## config.mk

```make
export PLATFORM = sky130hd
export DESIGN_NAME = otc_device_flat
export DESIGN_NICKNAME = d
export VERILOG_FILES = /design/src/rtl/otc_pkg.sv /design/src/rtl/otc_link_if.sv /design/src/rtl/otc_device.sv /design/src/flat_wrapper.sv
export SDC_FILE = /design/constraint.sdc
export NUM_CORES = 1
export LEC_CHECK = 0
export BUFFER_PORTS_ARGS = -buffer_cell sky130_fd_sc_hd__buf_2
export CORE_MARGIN = 2
export CORE_UTILIZATION = 45
export DETAILED_ROUTE_END_ITERATION = 8
export GPL_ROUTABILITY_DRIVEN = 0
export GPL_TIMING_DRIVEN = 0
export PLACE_DENSITY = 0.76
export SLEW_MARGIN = 15
export SYNTH_ARGS = -nofsm -noshare
export SYNTH_HDL_FRONTEND = slang
export SYNTH_SLANG_ARGS = --single-unit
```

## constraint.sdc

```tcl
create_clock -name sys_clk -period 3.46 [get_ports sys_clk]
set_clock_uncertainty 0.1 [all_clocks]
set_input_delay 0 -clock sys_clk [delete_from_list [all_inputs] [get_ports sys_clk]]
set_output_delay 0 -clock sys_clk [all_outputs]
set_load 0.01 [all_outputs]
```

## src/rtl/otc_pkg.sv

```systemverilog
// Shared constants and command type for the termination control link
package otc_pkg;

  // Commands carried on the link, one per clock
  typedef enum logic [2:0] {
    cmd_nop,
    cmd_write_bl8,
    cmd_write_bc4,
    cmd_refresh,
    cmd_mrs
  } otc_cmd_t;

  ////////////////////////////////////////////////////////////////////////////
  // Clock and timing
  localparam int CLK_PERIOD_PS      = 25000;
  localparam int ASYNC_ON_MIN_PS    = 2000;
  localparam int ASYNC_ON_MAX_PS    = 8500;
  localparam int ASYNC_OFF_MIN_PS   = 2000;
  localparam int ASYNC_OFF_MAX_PS   = 8500;
  localparam int REFRESH_TIME_NS    = 260;
  // Longest times round down, never below one cycle; refresh time rounds up
  localparam int ASYNC_ON_MAX_CYC   = (ASYNC_ON_MAX_PS / CLK_PERIOD_PS) < 1 ? 1 :
                                      (ASYNC_ON_MAX_PS / CLK_PERIOD_PS);
  localparam int ASYNC_OFF_MAX_CYC  = (ASYNC_OFF_MAX_PS / CLK_PERIOD_PS) < 1 ? 1 :
                                      (ASYNC_OFF_MAX_PS / CLK_PERIOD_PS);
  localparam int REFRESH_CYC        = (REFRESH_TIME_NS * 1000 + CLK_PERIOD_PS - 1)
                                      / CLK_PERIOD_PS;
  localparam logic [2:0] TERM_HOLD_FOUR  = 3'h4;
  localparam logic [2:0] TERM_HOLD_EIGHT = 3'h6;
  localparam logic [5:0] WR_BACK_BC4     = 6'h04;
  localparam logic [5:0] WR_BACK_BL8     = 6'h06;
  localparam logic [4:0] LAT_OFFSET      = 5'h02;
  localparam logic [4:0] CWL_BASE        = 5'h05;
  localparam logic [4:0] CL_BASE         = 5'h04;

  ////////////////////////////////////////////////////////////////////////////
  // Mode register selects and field positions
  localparam logic [1:0] MR_ZERO = 2'h0;
  localparam logic [1:0] MR_ONE  = 2'h1;
  localparam logic [1:0] MR_TWO  = 2'h2;
  localparam int MR0_DLL_FAST_BIT = 12;
  localparam int MR0_CL_LSB       = 4;
  localparam int MR1_NOM_B2       = 9;
  localparam int MR1_NOM_B1       = 6;
  localparam int MR1_NOM_B0       = 2;
  localparam int MR1_AL_LSB       = 3;
  localparam int MR2_WR_LSB       = 9;
  localparam int MR2_CWL_LSB      = 3;

  ////////////////////////////////////////////////////////////////////////////
  // Termination encodings and resistances
  localparam logic [7:0] REF_OHM      = 8'hF0;
  localparam logic [2:0] NOM_OFF      = 3'h0;
  localparam logic [2:0] NOM_DIV4     = 3'h1;
  localparam logic [2:0] NOM_DIV2     = 3'h2;
  localparam logic [2:0] NOM_DIV6     = 3'h3;
  localparam logic [2:0] NOM_DIV12    = 3'h4;
  localparam logic [2:0] NOM_DIV8     = 3'h5;
  localparam logic [2:0] NOM_WR_LIMIT = 3'h3;
  localparam logic [2:0] NOM_RSV_LO   = 3'h6;
  localparam logic [1:0] WR_OFF       = 2'h0;
  localparam logic [1:0] WR_DIV4      = 2'h1;
  localparam logic [1:0] WR_DIV2      = 2'h2;
  localparam logic [1:0] WR_RSV       = 2'h3;
  localparam logic [1:0] AL_CL_LESS1  = 2'h1;
  localparam logic [1:0] AL_CL_LESS2  = 2'h2;

endpackage

```

## src/rtl/otc_link_if.sv

```systemverilog
// Link between the memory controller and the termination logic
`timescale 1ns/1ps
`default_nettype none
interface otc_link_if;
  import otc_pkg::*;
  logic        cke;
  logic        odt;
  otc_cmd_t    cmd;
  logic [1:0]  mr_sel;
  logic [15:0] mr_data;

  // Memory side only listens
  modport dev (input cke, input odt, input cmd, input mr_sel, input mr_data);
  // Controller drives every line
  modport ctl (output cke, output odt, output cmd, output mr_sel, output mr_data);
endinterface
`default_nettype wire

```

## src/rtl/otc_device.sv

```systemverilog
// Memory end: on-die termination strength, latency and power-down modes
`timescale 1ns/1ps
`default_nettype none
module otc_device
  import otc_pkg::*;
(
  input  wire logic        sys_clk,
  input  wire logic        resetn,
  otc_link_if.dev          link,
  output logic             term_on,
  output logic [7:0]       term_ohm,
  output logic             term_write_sel,
  output logic             term_async,
  output logic             term_illegal,
  output logic [4:0]       term_latency
);

  ////////////////////////////////////////////////////////////////////////////
  // Mode register state
  logic        dll_fast;
  logic [2:0]  cl_code;
  logic [1:0]  al_code;
  logic [2:0]  cwl_code;
  logic [2:0]  nom_code;
  logic [1:0]  wr_code;
  logic        next_dll_fast;
  logic [2:0]  next_cl_code;
  logic [1:0]  next_al_code;
  logic [2:0]  next_cwl_code;
  logic [2:0]  next_nom_code;
  logic [1:0]  next_wr_code;
  logic        cmd_live;

  // Commands count only while clock enable is registered high
  assign cmd_live = link.cke;

  // Mode register writes land in their fields
  always_comb begin
    next_dll_fast = dll_fast;
    next_cl_code  = cl_code;
    next_al_code  = al_code;
    next_cwl_code = cwl_code;
    next_nom_code = nom_code;
    next_wr_code  = wr_code;
    if (cmd_live && link.cmd == cmd_mrs) begin
      if (link.mr_sel == MR_ZERO) begin
        next_dll_fast = link.mr_data[MR0_DLL_FAST_BIT];
        next_cl_code  = link.mr_data[MR0_CL_LSB +: 3];
      end else if (link.mr_sel == MR_ONE) begin
        next_nom_code = {link.mr_data[MR1_NOM_B2], link.mr_data[MR1_NOM_B1],
                         link.mr_data[MR1_NOM_B0]};
        next_al_code  = link.mr_data[MR1_AL_LSB +: 2];
      end else if (link.mr_sel == MR_TWO) begin
        next_wr_code  = link.mr_data[MR2_WR_LSB +: 2];
        next_cwl_code = link.mr_data[MR2_CWL_LSB +: 3];
      end
    end
  end

  always_ff @(posedge sys_clk) begin
    if (!resetn) begin
      dll_fast <= 1'b0;
      cl_code  <= 3'h1;
      al_code  <= 2'h0;
      cwl_code <= 3'h0;
      nom_code <= NOM_OFF;
      wr_code  <= WR_OFF;
    end else begin
      dll_fast <= next_dll_fast;
      cl_code  <= next_cl_code;
      al_code  <= next_al_code;
      cwl_code <= next_cwl_code;
      nom_code <= next_nom_code;
      wr_code  <= next_wr_code;
    end
  end

  ////////////////////////////////////////////////////////////////////////////
  // Latency arithmetic
  logic [4:0]  cas_lat;
  logic [4:0]  add_lat;
  logic [4:0]  odt_lat;
  logic [5:0]  wr_back;

  assign cas_lat = CL_BASE + {2'h0, cl_code};
  always_comb begin
    if (al_code == AL_CL_LESS1) begin
      add_lat = cas_lat - 5'h01;
    end else if (al_code == AL_CL_LESS2) begin
      add_lat = cas_lat - 5'h02;
    end else begin
      add_lat = 5'h00;
    end
  end
  // Same figure for turn-on, turn-off and strength switch
  assign odt_lat = CWL_BASE + {2'h0, cwl_code} + add_lat - LAT_OFFSET;

  ////////////////////////////////////////////////////////////////////////////
  // Pin history, one bit per registered clock
  logic [31:0] odt_hist;
  logic [31:0] next_odt_hist;

  // The pin receiver stays live in power-down, so history never stops
  assign next_odt_hist = {odt_hist[30:0], link.odt};

  always_ff @(posedge sys_clk) begin
    if (!resetn) begin
      odt_hist <= 32'h0000_0000;
    end else begin
      odt_hist <= next_odt_hist;
    end
  end

  ////////////////////////////////////////////////////////////////////////////
  // Power-down mode tracking and refresh in progress
  logic [7:0]  ref_cnt;
  logic        async_mode;
  logic [7:0]  next_ref_cnt;
  logic        next_async_mode;

  always_comb begin
    next_ref_cnt    = (ref_cnt != 8'h00) ? ref_cnt - 8'h01 : 8'h00;
    next_async_mode = async_mode;
    if (cmd_live && link.cmd == cmd_refresh) begin
      next_ref_cnt = 8'(REFRESH_CYC);
    end
    // Either mode is allowed ahead of entry; sync is kept until the
    // end of the window, which keeps the pipeline output continuous
    if (link.cke) begin
      next_async_mode = 1'b0;
    end else if (!dll_fast && next_ref_cnt == 8'h00) begin
      // Window closes at first low clock enable or after the refresh
      next_async_mode = 1'b1;
    end
  end

  always_ff @(posedge sys_clk) begin
    if (!resetn) begin
      ref_cnt    <= 8'h00;
      async_mode <= 1'b0;
    end else begin
      ref_cnt    <= next_ref_cnt;
      async_mode <= next_async_mode;
    end
  end

  ////////////////////////////////////////////////////////////////////////////
  // Dynamic termination: write strength window after each write
  logic [5:0]  wr_cnt;
  logic [5:0]  wr_end;
  logic [5:0]  next_wr_cnt;
  logic [5:0]  next_wr_end;
  logic        dyn_on;
  logic        is_write;

  assign dyn_on   = (wr_code != WR_OFF);
  assign is_write = link.cmd == cmd_write_bl8 || link.cmd == cmd_write_bc4;
  assign wr_back  = (link.cmd == cmd_write_bc4) ? WR_BACK_BC4 : WR_BACK_BL8;

  always_comb begin
    next_wr_end = wr_end;
    if (wr_cnt == 6'h00 || wr_cnt >= wr_end) begin
      next_wr_cnt = 6'h00;
    end else begin
      next_wr_cnt = wr_cnt + 6'h01;
    end
    // Later write restarts the window
    if (cmd_live && is_write && dyn_on) begin
      next_wr_cnt = 6'h01;
      next_wr_end = {1'b0, odt_lat} + wr_back;
    end
  end

  always_ff @(posedge sys_clk) begin
    if (!resetn) begin
      wr_cnt <= 6'h00;
      wr_end <= 6'h00;
    end else begin
      wr_cnt <= next_wr_cnt;
      wr_end <= next_wr_end;
    end
  end

  ////////////////////////////////////////////////////////////////////////////
  // Termination outputs
  logic        next_on;
  logic        next_sel;
  logic [7:0]  nom_ohm;
  logic [7:0]  wr_ohm;
  logic [7:0]  next_ohm;

  // Strength lookup from the reference resistance
  always_comb begin
    case (nom_code)
      NOM_DIV4:  nom_ohm = REF_OHM / 8'h04;
      NOM_DIV2:  nom_ohm = REF_OHM / 8'h02;
      NOM_DIV6:  nom_ohm = REF_OHM / 8'h06;
      NOM_DIV12: nom_ohm = REF_OHM / 8'h0C;
      NOM_DIV8:  nom_ohm = REF_OHM / 8'h08;
      default:   nom_ohm = 8'h00;
    endcase
    case (wr_code)
      WR_DIV4: wr_ohm = REF_OHM / 8'h04;
      WR_DIV2: wr_ohm = REF_OHM / 8'h02;
      default: wr_ohm = 8'h00;
    endcase
  end

  always_comb begin
    // Async path: pin seen one cycle ago, no additive latency; 2 to 8.5 ns
    // rounds to one clock either way
    if (async_mode) begin
      next_on = term_on ? odt_hist[ASYNC_OFF_MAX_CYC - 1]
                        : odt_hist[ASYNC_ON_MAX_CYC - 1];
    end else if (odt_lat == 5'h00) begin
      next_on = link.odt;
    end else begin
      // Sync path stays inside the merged bounds during the transition
      next_on = odt_hist[odt_lat - 5'h01];
    end
    next_sel = dyn_on && wr_cnt >= {1'b0, odt_lat} && wr_cnt < wr_end;
    if (!next_on) begin
      next_ohm = 8'h00;
    end else if (next_sel) begin
      next_ohm = wr_ohm;
    end else begin
      next_ohm = nom_ohm;
    end
  end

  always_ff @(posedge sys_clk) begin
    if (!resetn) begin
      term_on        <= 1'b0;
      term_ohm       <= 8'h00;
      term_write_sel <= 1'b0;
      term_async     <= 1'b0;
      term_illegal   <= 1'b0;
      term_latency   <= 5'h00;
    end else begin
      term_on        <= next_on;
      term_ohm       <= next_ohm;
      term_write_sel <= next_sel;
      term_async     <= async_mode;
      term_illegal   <= nom_code >= NOM_RSV_LO || wr_code == WR_RSV;
      term_latency   <= odt_lat;
    end
  end

endmodule
`default_nettype wire

```

## src/flat_wrapper.sv

```systemverilog
// flat-port wrapper written by rule: the top's interface ports become plain ports
module otc_device_flat import otc_pkg::*;
  (sys_clk, resetn, term_on, term_ohm, term_write_sel, term_async, term_illegal, term_latency, link_cke, link_odt, link_cmd, link_mr_sel, link_mr_data);
  otc_link_if link_i ();
  input  wire logic sys_clk;
  input  wire logic resetn;
  output logic term_on;
  output logic [7:0] term_ohm;
  output logic term_write_sel;
  output logic term_async;
  output logic term_illegal;
  output logic [4:0] term_latency;
  input wire logic [$bits(link_i.cke)-1:0] link_cke;
  input wire logic [$bits(link_i.odt)-1:0] link_odt;
  input wire logic [$bits(link_i.cmd)-1:0] link_cmd;
  input wire logic [$bits(link_i.mr_sel)-1:0] link_mr_sel;
  input wire logic [$bits(link_i.mr_data)-1:0] link_mr_data;
  assign link_i.cke = link_cke;
  assign link_i.odt = link_odt;
  assign link_i.cmd = link_cmd;
  assign link_i.mr_sel = link_mr_sel;
  assign link_i.mr_data = link_mr_data;
  otc_device u_core (.sys_clk(sys_clk), .resetn(resetn), .link(link_i), .term_on(term_on), .term_ohm(term_ohm), .term_write_sel(term_write_sel), .term_async(term_async), .term_illegal(term_illegal), .term_latency(term_latency));
endmodule
```

== Word-level counts from Yosys, hierarchy flattened ==
Index checks and enable logic that the tools add are counted.

* Word-level logic and storage cells: 89
* Output and inout port bits: 17
* Bits in registers: 84

* Bitwise operators: 3
* Add/sub/neg operators: 10
* Magnitude comparators: 5
* Multiplexer cells: 14
* Equal/unequal tests: 16
* Reduce and logical (&&, ||, !) cells: 23

{| class="wikitable"
|+ Operator list
! operator !! number
|-
| $pmux 7 s5 || 1
|-
| $mux 8 || 2
|-
| $pmux 7 s2 || 1
|-
| $eq 3x2->1 const B || 4
|-
| $mux 5 || 2
|-
| $sub 5x1->5 const B || 2
|-
| $sub 5x2->5 const B || 2
|-
| $eq 3x3->1 const B || 3
|-
| $add 3x3->4 const A || 2
|-
| $eq 2x2->1 const B || 4
|-
| $logic_not 8->1 || 1
|-
| $reduce_bool 8->1 || 1
|-
| $sub 8x1->8 const B || 1
|-
| $logic_and 1x1->1 || 7
|-
| $mux 7 || 1
|-
| $add 5x6->6 || 1
|-
| $add 6x1->6 const B || 1
|-
| $eq 2x1->1 const B || 3
|-
| $eq 3x1->1 const B || 2
|-
| $ge 6x5->1 || 1
|-
| $ge 6x6->1 || 1
|-
| $logic_not 6->1 || 1
|-
| $lt 5x6->1 const B || 1
|-
| $lt 6x6->1 || 1
|-
| 16 further kinds || 25
|}

== Longest topological paths before layout ==
Gate-level depths: netlist of run 1.

* Depth in word-level cells: 12
* Depth in mapped cells: 18
* Depth with buffers taken out: 18

== Least setup slack after synthesis of run 1 ==
No wires, ideal clock.

* Kind: flip-flop to flip-flop
* From: register u_core.cl_code[1]
* To: register u_core.term_ohm[5]
* Slack: -215 ps
* Stages on the path, launching flop included: 17
* Arrival: 3504 ps
* Cell sequence: dfxtp_1 inv_1 ha_1 nor2_1 a21oi_1 ha_1 inv_1 ha_1 inv_1 fa_1 xor2_4 ha_1 a2111o_1 a2111oi_2 nor4_2 or3_1 a21boi_1

* Word-level cells in the longest chain between the ends: 12
* Elaborated cells on any way between the ends: 18
* Classes of those cells: 6 x add/sub; 1 x order compare; 7 x mux; 4 x reduce/logical

{| class="wikitable"
|+ RTL lines
! what !! RTL line !! text
|-
| from (decl) || otc_device.sv:21 || <nowiki>logic [2:0] cl_code;</nowiki>
|-
| from (signal assigned) || otc_device.sv:70 || <nowiki>cl_code <= next_cl_code;</nowiki>
|-
| $add 3x3->4 * || otc_device.sv:85 || <nowiki>assign cas_lat = CL_BASE + {2'h0, cl_code};</nowiki>
|-
| $sub 5x2->5 || otc_device.sv:90 || <nowiki>add_lat = cas_lat - 5'h02;</nowiki>
|-
| $mux 5 || otc_device.sv:89 || <nowiki>end else if (al_code == AL_CL_LESS2) begin</nowiki>
|-
| $mux 5 * || otc_device.sv:87 || <nowiki>if (al_code == AL_CL_LESS1) begin</nowiki>
|-
| $add 5x5->5 * || otc_device.sv:96 || <nowiki>assign odt_lat = CWL_BASE + {2'h0, cwl_code} + add_lat - LAT_OFFSET;</nowiki>
|-
| $sub 5x2->5 * || otc_device.sv:96 ||
|-
| $sub 5x1->5 || otc_device.sv:219 || <nowiki>next_on = odt_hist[odt_lat - 5'h01];</nowiki>
|-
| $bmux 1 s5 || otc_device.sv:219 ||
|-
| $mux 1 (implied by the code) || otc_device.sv:219 ||
|-
| $mux 1 || otc_device.sv:215 || <nowiki>end else if (odt_lat == 5'h00) begin</nowiki>
|-
| $mux 1 || otc_device.sv:212 || <nowiki>if (async_mode) begin</nowiki>
|-
| $reduce_and 2->1 (no source line) || -- ||
|-
| to (signal assigned) || otc_device.sv:241 || <nowiki>term_ohm <= next_ohm;</nowiki>
|-
| to (decl) || otc_device.sv:11 || <nowiki>output logic [7:0] term_ohm,</nowiki>
|}

Every way passes the cells marked *; elsewhere a longest branch is shown, timed or not. The select of a mux whose other input is x is not followed.
A chain may end at the register's enable or synchronous reset.

== Worst setup path after layout of run 1 ==
* From: register u_core.cl_code[1]
* To: register u_core.term_ohm[3]

Same word-level chain as after synthesis.

==> flow_summary.ini, run 1 <==
[synthesis]
synthDominantCellAreaShare_pct = 41.9
synth.ff_latch_count = 82
synth_async_sr_flop_share_pct = 0
sequential_cell_area_fraction_in_the_yosys_report_pct = 41.9
synth.area.top_cells = dfxtp_1 42%, ha_1 11%, and2_1 5.3%
synth_warnings = 0
yosys.cell_types.count = 52
mappedNetlistArea_mm2 = 0.00392
syn-mean-instance-area_um2 = 9.58
dominantRegCellSynth = dfxtp_1
syn-instance-count = 409
synth_commonest_cells = 82 x dfxtp_1, 48 x nor2_1, 33 x and2_1, 33 x ha_1, 31 x inv_1
synthMostInstantiatedCell = dfxtp_1
synth_area_leader_cell = dfxtp_1
edff_count_synth = 0

[global_route]
grt_first_pass_wirelength_mm = 15.1
grt_antenna_before_repair = 0
grt_start_max_net_pins = 15
global_route.usage.total_pct = 19.9
vias_in_the_first_global_route = 3292
total_congestion_overflow = 0

[sta]
finalSetupTns_ns = -1.60
tightest_slew_ns = 0.835
timing.final.max_slew_violations = 0
final_critical_path_setup_slack_ns = -0.305
rsz0062_at_grt = yes
timing.final.crit_share_pct = 109
period_needed_ns = 3.77
fmaxAchievable_mhz = 266
finalSetupViolCount = 7
hold_viol = 0
max-slew-margin-rel_pct = 43.9

[layout]
layout-drive-gt1-share_pct = 22.3
nNetsFinal = 547
final_core_util_pct = 57.9
area_growth_syn_to_layout_pct = 27.0
finish.cell_count_without_fillers = 601
antenna-diode-count = 0

[floorplan]
std_cell_core_area_mm2 = 0.00859
io_pins = 42
start_util_pct = 45.6
core.rowCount = 34
design.die.area_mm2 = 0.00947
die_y_um = 97.3
die_w_um = 97.3

[critical_path]
critPathLaunch = u_core.cl_code[1]
worst-setup-path-type = reg -> reg
reg_to_reg_critical_path_endpoint = u_core.term_ohm[3]
crit_path_start_kind = flip-flop
register_to_register_setup_slack_ns = -0.31
worst-r2r-cell-count = 17
r2r_start = u_core.cl_code[1]
worstSetupEndpoint = u_core.term_ohm[3]
worst-endpoint-arrival_ns = 3.97
crit_path_max_fanout = 6
critPathRequiredTime_ns = 3.66
critical_path_capture_point_type = flip-flop

[power]
power.clock.fraction_pct = 32.4
power_frac_comb_pct = 19.0
seqPwrFrac_pct = 48.6
ir_worst_vdd_v = 0.000274
p_int_mw = 1.51
power.net_switching_uw = 612
leakage_power_figure_nw = 2.04
power_per_cell_area_mw_per_mm2 = 426
swShare_pct = 28.9

[placed_design]
hpwlAfterDp_mm = 5.77
placement.io_buffers = 28
dpl_worst_slack_ns = -0.388
place.detailed.instances = 546

[drt]
route.detailed.drc = 0
postRouteWirelength_mm = 9.43
drt_pre_antenna_iters = 4
postRouteAntennaNets = 0
avgRoutedWirePerCell_um = 15.7
viasPerCell = 5.39
num_vias = 3241
detail_route.iter0.violations = 199

[cts]
clock-root-buffer = clkbuf_8
clkSlewWorstSetupHoldPaths_ns = 0.08
cts_made_buffers = 9
clock_latency_ns = 0.36
max-clock-path-buffers = 2
cts_tree = done
h_tree_depth = 3
cts_sinks = 82

[hold_path]
path_type_of_the_worst_min_delay_path = in -> reg

[run]
cap_violations = 0

[run_status]
run_status = finished with violations
violations = negative setup slack
[power by group through the flow]
stage	Sequential (mW)	Clock, mW	Combinational [mW]
detailed placement	1.05	0	0.365
global placement	1.05	0	0.347
global route	1.04	0.739	0.456
CTS	1.03	0.705	0.394
finish	1.03	0.686	0.403
floorplan	1.04	0	0.286
[metrics by stage]
step | hold slack (ns) | total power [mW] | cell area [um^2]
global placement | 0.131 | 1.40 | 4240
global route | 0.0891 | 2.23 | 4970
floorplan | -0.0207 | 1.33 | 3960
finish | 0.0476 | 2.12 | 4970
detailed placement | 0.143 | 1.42 | 4240
CTS | 0.0373 | 2.13 | 4820
[sequential cells by signal (all words and copies together), names as in the netlist]
signal and cells:
u_core.cl_code 3, u_core.dll_fast 1, u_core.al_code 2, u_core.cwl_code 3
u_core.term_latency 5, u_core.odt_hist 32, u_core.term_write_sel 1, u_core.nom_code 3
u_core.term_ohm 6, u_core.wr_end 6, u_core.wr_code 2, u_core.term_async 1
u_core.wr_cnt 6, u_core.term_on 1, u_core.async_mode 1, u_core.term_illegal 1
u_core.ref_cnt 8
[cell families after synthesis]
group	after synthesis	share of synthesized area [%]
adders and majority gates	34	11.1
muxes	17	8.02
DFF	82	41.9
xor gates and xnor gates	18	4.70
and+or+nand+nor	158	20.3
other	1	0.0958
buffers and inverters	46	4.89
AOI/OAI and AO/OA	53	9.04
[layout make-up]
type | count | area [um^2]
clock inverters | 6 | 66.3
multi-input cells | 282 | 2290
well taps | 108 | 135
flip-flops and latches | 82 | 1650
plain buffers | 14 | 78.8
repair buffers | 67 | 505
fillers | 713 | 3620
inverters | 32 | 123
clock buffers | 10 | 128
[worst min-delay path by stage]
stage / from / to / depth (start not counted)
floorplan: link_cke / u_core.async_mode / 1
global placement: link_cke / u_core.async_mode / 2
detailed placement: link_cke / u_core.async_mode / 2
global route: link_cmd[2] / u_core.wr_end[1] / 6
CTS: link_cmd[2] / u_core.wr_end[1] / 6
finish: link_cmd[2] / u_core.wr_end[1] / 6
[per-layer routing]
layer / wire length, um / track usage, %
met1: 3740 / 22.0
met2: 4850 / 35.2
met3: 452 / 5.54
met4: 386 / 9.72
met5: 0 / 0
[layout by cell type (no fill, tap or decap), types with 3 or more instances in the layout]
cell and instances:
ha_1 28, nand2_1 27, buf_6 4, mux2i_1 7, xnor2_1 8, a21oi_1 20
buf_4 18, dfxtp_1 79, nand2b_1 3, a211oi_1 4, inv_1 27, mux4_1 5
a211oi_4 3, inv_2 3, a21boi_2 3, dlygate4sd3_1 21, clkbuf_1 10, clkbuf_8 9
nor3_1 7, clkinvlp_4 3, buf_2 28, or3_1 3, nand3_1 16, nor2_4 3
nor2b_1 3, mux4_2 5, and2_1 33, ha_4 5, o21ai_0 5, nor2_1 45
xor2_1 7
[worst max-delay path, cell delays in order (launching register included)]
cell and delay (ns):
dfxtp_2 0.37, inv_4 0.06, ha_4 0.24, nor2_4 0.11
a21oi_2 0.05, ha_1 0.31, inv_2 0.07, ha_4 0.13
inv_2 0.04, fa_2 0.42, xor2_4 0.18, ha_4 0.19
a2111o_1 0.35, a2111oi_4 0.42, nor4_4 0.10, buf_4 0.16
a211o_1 0.28, a21boi_2 0.13
[timing repair]
action | in CTS | in global routing
endpoints found under the setup margin | 8 | 8
setup buffers | 10 | 8
pin swaps | 9 | 17
gates resized for setup | 18 | 21
hold buffers | 21 | 0
hold endpoints to repair | 18 | 0
(Power assumes the default switching activity.)
==> run 2: changes to the inputs <==
Settings changed: REMOVE_ABC_BUFFERS from default to 1.
==> flow_summary.ini, run 2 (synthesis gave the netlist of run 1 again) <==
[run_status]
run_status = finished with violations
violations = negative hold slack, negative setup slack

[hold_path]
hold_path_startpoint = resetn
hold-path-cell-count = 2
hold_end = u_core.cl_code[0]
path_type_of_the_worst_min_delay_path = in -> reg

[cts]
cts_sinks = 82
cts_tree = done
cts_made_buffers = 9
clock_latency_ns = 0.36
clkSlewWorstSetupHoldPaths_ns = 0.08
h_tree_depth = 3
max-clock-path-buffers = 2
clock-root-buffer = clkbuf_8

[critical_path]
critical_path_capture_point_type = flip-flop
reg_to_reg_critical_path_endpoint = u_core.term_ohm[2]
register_to_register_setup_slack_ns = -0.18
crit_chain = inv_4 -> ha_4 -> nor2_2 -> a21oi_2 -> ha_1 -> inv_1 -> ha_2 -> inv_2 -> fa_2 -> xor2_4 -> ha_4 -> buf_6 -> nor3_4 -> nor2_4 -> a2111oi_4 -> nor4_4 -> buf_4 -> mux2i_1 -> nor2b_1
critical_path.slowest_cell = nor4_4
crit_path_start_kind = flip-flop
crit_path_max_fanout = 7
critPathMaxStageDelay_ns = 0.44
crit_path_top_cell_by_count = ha_4
worst-endpoint-arrival_ns = 3.79
worst-r2r-cell-count = 19
r2r_start = u_core.cl_code[1]
worst-setup-path-type = reg -> reg
critPathRequiredTime_ns = 3.61

[sta]
final_critical_path_setup_slack_ns = -0.175
rsz0062_at_grt = yes
timing.final.crit_share_pct = 105
finalSetupViolCount = 6
max-slew-margin-rel_pct = 31.9
final.hold.worst_slack_ns = -0.00318
hold_viol = 1
fmaxAchievable_mhz = 275
period_needed_ns = 3.64
timing.final.max_slew_violations = 0
tightest_slew_ns = 1.02

[layout]
nNetsFinal = 525
layout_top_registers = u_core.odt_hist x32, u_core.ref_cnt x8
largest_register_ffs = 32
top_register_by_number_of_flip_flops = u_core.odt_hist
area_growth_syn_to_layout_pct = 21.8
finish.instance_area_mm2 = 0.00477
antenna-diode-count = 0
mostFrequentLayoutCells = 79 x dfxtp_1, 45 x nor2_1, 33 x and2_1
finish.cell_count_without_fillers = 579
final_core_util_pct = 55.5
final_common_cell = dfxtp_1
layout-drive-gt1-share_pct = 21.4

[global_route]
grt_first_pass_wirelength_mm = 13.5
total_congestion_overflow = 0
vias_in_the_first_global_route = 3019
grt_start_max_net_pins = 37
global_route.usage.total_pct = 17.5
grt_antenna_before_repair = 0

[drt]
drt_pre_antenna_iters = 4
viasPerCell = 5.26
avgRoutedWirePerCell_um = 14.6
postRouteWirelength_mm = 8.43
route.detailed.drc = 0
detail_route.iter0.violations = 115
num_vias = 3043
postRouteAntennaNets = 0

[floorplan]
core.rowCount = 34
design.die.area_mm2 = 0.00947
io_pins = 42
die_y_um = 97.3
start_util_pct = 45.6
std_cell_core_area_mm2 = 0.00859
die_w_um = 97.3

[power]
leakage_power_figure_nw = 1.95
ir_worst_vdd_v = 0.000272
power_mw = 2.04
power_per_cell_area_mw_per_mm2 = 427

[run]
cap_violations = 0

[placed_design]
hpwlAfterDp_mm = 5.24
dpl_cell_area_mm2 = 0.00414
placement.io_buffers = 31
place.detailed.instances = 535
-- run 2: layout make-up --
cell class / count / area (um^2)
inverter: 32 / 123
clock inverter: 6 / 40.0
sequential: 82 / 1650
timing repair buffer: 59 / 410
multi-input combinational: 282 / 2280
tap: 108 / 135
clock buffer: 10 / 138
fill: 733 / 3820
-- run 2: report_power, final --
group	switching [mW]	internal [mW]	total [mW]
Clock	0.343	0.280	0.622
Combinational	0.210	0.175	0.385
Sequential	0.0377	0.992	1.03
Total	0.591	1.45	2.04
-- run 2: per-layer routing --
layer	track usage, %	vias to the layer above	routed length (um)
met5	0	-	0
met4	8.33	0	318
met3	4.96	30	341
met2	30.9	75	4230
met1	19.5	1438	3540
li1	-	1500	-
-- run 2: worst max-delay path by stage --
stage | cells past startpoint | slack [ns] | from | end
CTS | 16 | -0.15 | u_core.cl_code[1] | u_core.term_ohm[5]
floorplan | 16 | -0.21 | u_core.cl_code[1] | u_core.term_ohm[5]
finish | 19 | -0.18 | u_core.cl_code[1] | u_core.term_ohm[2]
global route | 19 | -0.30 | u_core.cl_code[1] | u_core.term_ohm[2]
global placement | 17 | -0.50 | u_core.cl_code[1] | u_core.term_ohm[3]
detailed placement | 17 | -0.59 | u_core.cl_code[0] | u_core.term_ohm[4]
-- run 2: timing repair --
item,CTS,global route
cloned,0,0
pin swaps,14,11
endpoints found under the hold margin,16,0
hold buffers,15,0
gates resized for setup,26,18
buffers inserted,9,4
endpoints found under the setup margin,8,8
-- run 2: critical path, delay by kind of cell (launching register included) --
family	cells	cell delay, ns
AOI/OAI and AO/OA	2	0.21
xor gates and xnor gates	1	0.23
adders and majority gates	5	1.23
muxes	1	0.20
DFF	1	0.36
and+or+nand+nor	5	0.73
buffers and inverters	5	0.46
-- run 2: through the flow --
stage / setup WS [ns] / TNS [ns]
floorplan: -0.215 / -1.04
global placement: -0.502 / -3.43
detailed placement: -0.588 / -3.95
CTS: -0.146 / -0.461
global route: -0.298 / -1.64
finish: -0.175 / -0.850
==> run 3: changes to the inputs <==
Settings changed: RECOVER_POWER from default to 25.
==> flow_summary.ini, run 3 (synthesis gave the netlist of run 1 again) <==
[sta]
period_needed_ns = 3.63
final.hold.worst_slack_ns = -0.00125
timing.final.crit_share_pct = 105
finalSetupViolCount = 6
timing.final.max_slew_violations = 0
final_critical_path_setup_slack_ns = -0.173
hold_viol = 1
fmaxAchievable_mhz = 275
tightest_slew_ns = 1.01
max-slew-margin-rel_pct = 32.3
rsz0062_at_grt = yes

[critical_path]
critPathMaxStageDelay_ns = 0.44
worstSetupPathDepth = 19
worst-endpoint-arrival_ns = 3.79
worst_path_dominant_cell_family = adder cells
critical_path.slowest_cell = nor4_4
critical_path_buffer_and_inverter_count = 5
critPathLaunch = u_core.cl_code[1]
crit_path_max_fanout = 7
critPathRequiredTime_ns = 3.61
r2r_start = u_core.cl_code[1]
worst-r2r-cell-count = 19
worst-setup-path-type = reg -> reg
crit_chain = inv_4 -> ha_4 -> nor2_2 -> a21oi_2 -> ha_1 -> inv_1 -> ha_2 -> inv_2 -> fa_2 -> xor2_4 -> ha_4 -> buf_6 -> nor3_4 -> nor2_4 -> a2111oi_4 -> nor4_4 -> buf_4 -> mux2i_1 -> nor2b_1
crit_path_start_kind = flip-flop
crit_path_top_cell_by_count = ha_4
critical_path_capture_point_type = flip-flop

[floorplan]
std_cell_core_area_mm2 = 0.00859
die_y_um = 97.3
core.rowCount = 34
io_pins = 42
die_w_um = 97.3
start_util_pct = 45.6
design.die.area_mm2 = 0.00947

[layout]
layout-drive-gt1-share_pct = 21.4
top_register_by_number_of_flip_flops = u_core.odt_hist
finish.instance_area_mm2 = 0.00477
antenna-diode-count = 0
num-fill-cells = 733
mostFrequentLayoutCells = 79 x dfxtp_1, 45 x nor2_1, 31 x buf_2
nNetsFinal = 525
largest_register_ffs = 32
final_common_cell = dfxtp_1
area_growth_syn_to_layout_pct = 21.8
layout_top_registers = u_core.odt_hist x32, u_core.ref_cnt x8

[drt]
postRouteAntennaNets = 0
postRouteWirelength_mm = 8.43
route.detailed.drc = 0
viasPerCell = 5.26
detail_route.iter0.violations = 114
avgRoutedWirePerCell_um = 14.6
num_vias = 3048
drt_pre_antenna_iters = 4

[cts]
cts_tree = done
clock_latency_ns = 0.36
clkSlewWorstSetupHoldPaths_ns = 0.08
cts_sinks = 82
clock-root-buffer = clkbuf_8
cts_made_buffers = 9
max-clock-path-buffers = 2
h_tree_depth = 3

[global_route]
vias_in_the_first_global_route = 3019
grt_first_pass_wirelength_mm = 13.5
grt_antenna_before_repair = 0
total_congestion_overflow = 0
global_route.usage.total_pct = 17.5
grt_start_max_net_pins = 37

[hold_path]
hold_path_startpoint = resetn
hold-path-cell-count = 2
path_type_of_the_worst_min_delay_path = in -> reg

[power]
leakage_power_figure_nw = 1.94
ir_worst_vdd_v = 0.000272
power_mw = 2.04
power_per_cell_area_mw_per_mm2 = 427

[run_status]
run_status = finished with violations
violations = negative hold slack, negative setup slack

[placed_design]
placement.io_buffers = 31
dpl_cell_area_mm2 = 0.00414
hpwlAfterDp_mm = 5.24

[run]
cap_violations = 0
-- run 3: cell count changes in the layout (fill, tap and decap cells not counted) --
cell | previous run | this run
and2_0 | 0 | 6
and2_1 | 33 | 27
-- run 3: per-layer routing --
layer | part of all wire (%) | global-route usage [%]
met5 | 0 | 0
met4 | 3.7 | 8.33
met3 | 4.4 | 4.96
met2 | 50 | 30.9
met1 | 42 | 19.5
-- run 3: metrics by stage --
step / TNS [ns] / util (%) / std cells / setup WS [ns]
floorplan: -1.04 / - / 396 / -0.215
global placement: -3.43 / 48.2 / 535 / -0.502
detailed placement: -3.95 / 48.2 / 535 / -0.588
CTS: -0.461 / 54.2 / 575 / -0.146
global route: -1.64 / 55.5 / 579 / -0.298
finish: -0.839 / 55.5 / 579 / -0.173
-- run 3: final timing paths --
kind / slack [ns] / to
min reg2reg: 0.35 / u_core.odt_hist[27]
min: -0.001 / u_core.cl_code[0]
max: -0.17 / u_core.term_ohm[2]
max reg2reg: -0.17 / u_core.term_ohm[2]
-- run 3: final cells by class --
| cell class | instances | area (um^2) | share of cell area [%] |
|---|---|---|---|
| multi-input combinational | 282 | 2280 | 47.8 |
| tap | 108 | 135 | 2.83 |
| inverter | 32 | 123 | 2.57 |
| clock buffer | 10 | 138 | 2.88 |
| timing repair buffer | 59 | 410 | 8.60 |
| clock inverter | 6 | 40.0 | 0.839 |
| sequential | 82 | 1650 | 34.5 |
-- run 3: report_power, final --
| part | leakage [nW] | internal [mW] | switching, mW | total [mW] |
|---|---|---|---|---|
| registers | 0.664 | 0.992 | 0.0378 | 1.03 |
| clock network | 0.0924 | 0.280 | 0.342 | 0.622 |
| logic | 1.19 | 0.175 | 0.211 | 0.386 |
| total | 1.94 | 1.45 | 0.591 | 2.04 |
-- run 3: what timing repair did --
action	in CTS	in global routing
cloned	0	0
setup buffers	9	4
resized for setup	26	18
hold buffers	15	0
pin swaps	14	11
setup endpoints to repair	8	8
hold endpoints to repair	16	0
-- run 3: worst reg2reg max path, delay by kind of cell (launching register included) --
family / cells / cell delay [ns]
AND/OR/NAND/NOR: 5 / 0.73
flip-flops: 1 / 0.36
adder cells (fa/ha/maj): 5 / 1.23
multiplexers: 1 / 0.20
XOR/XNOR: 1 / 0.23
AO/OA/AOI/OAI: 2 / 0.21
buffers and inverters: 5 / 0.46
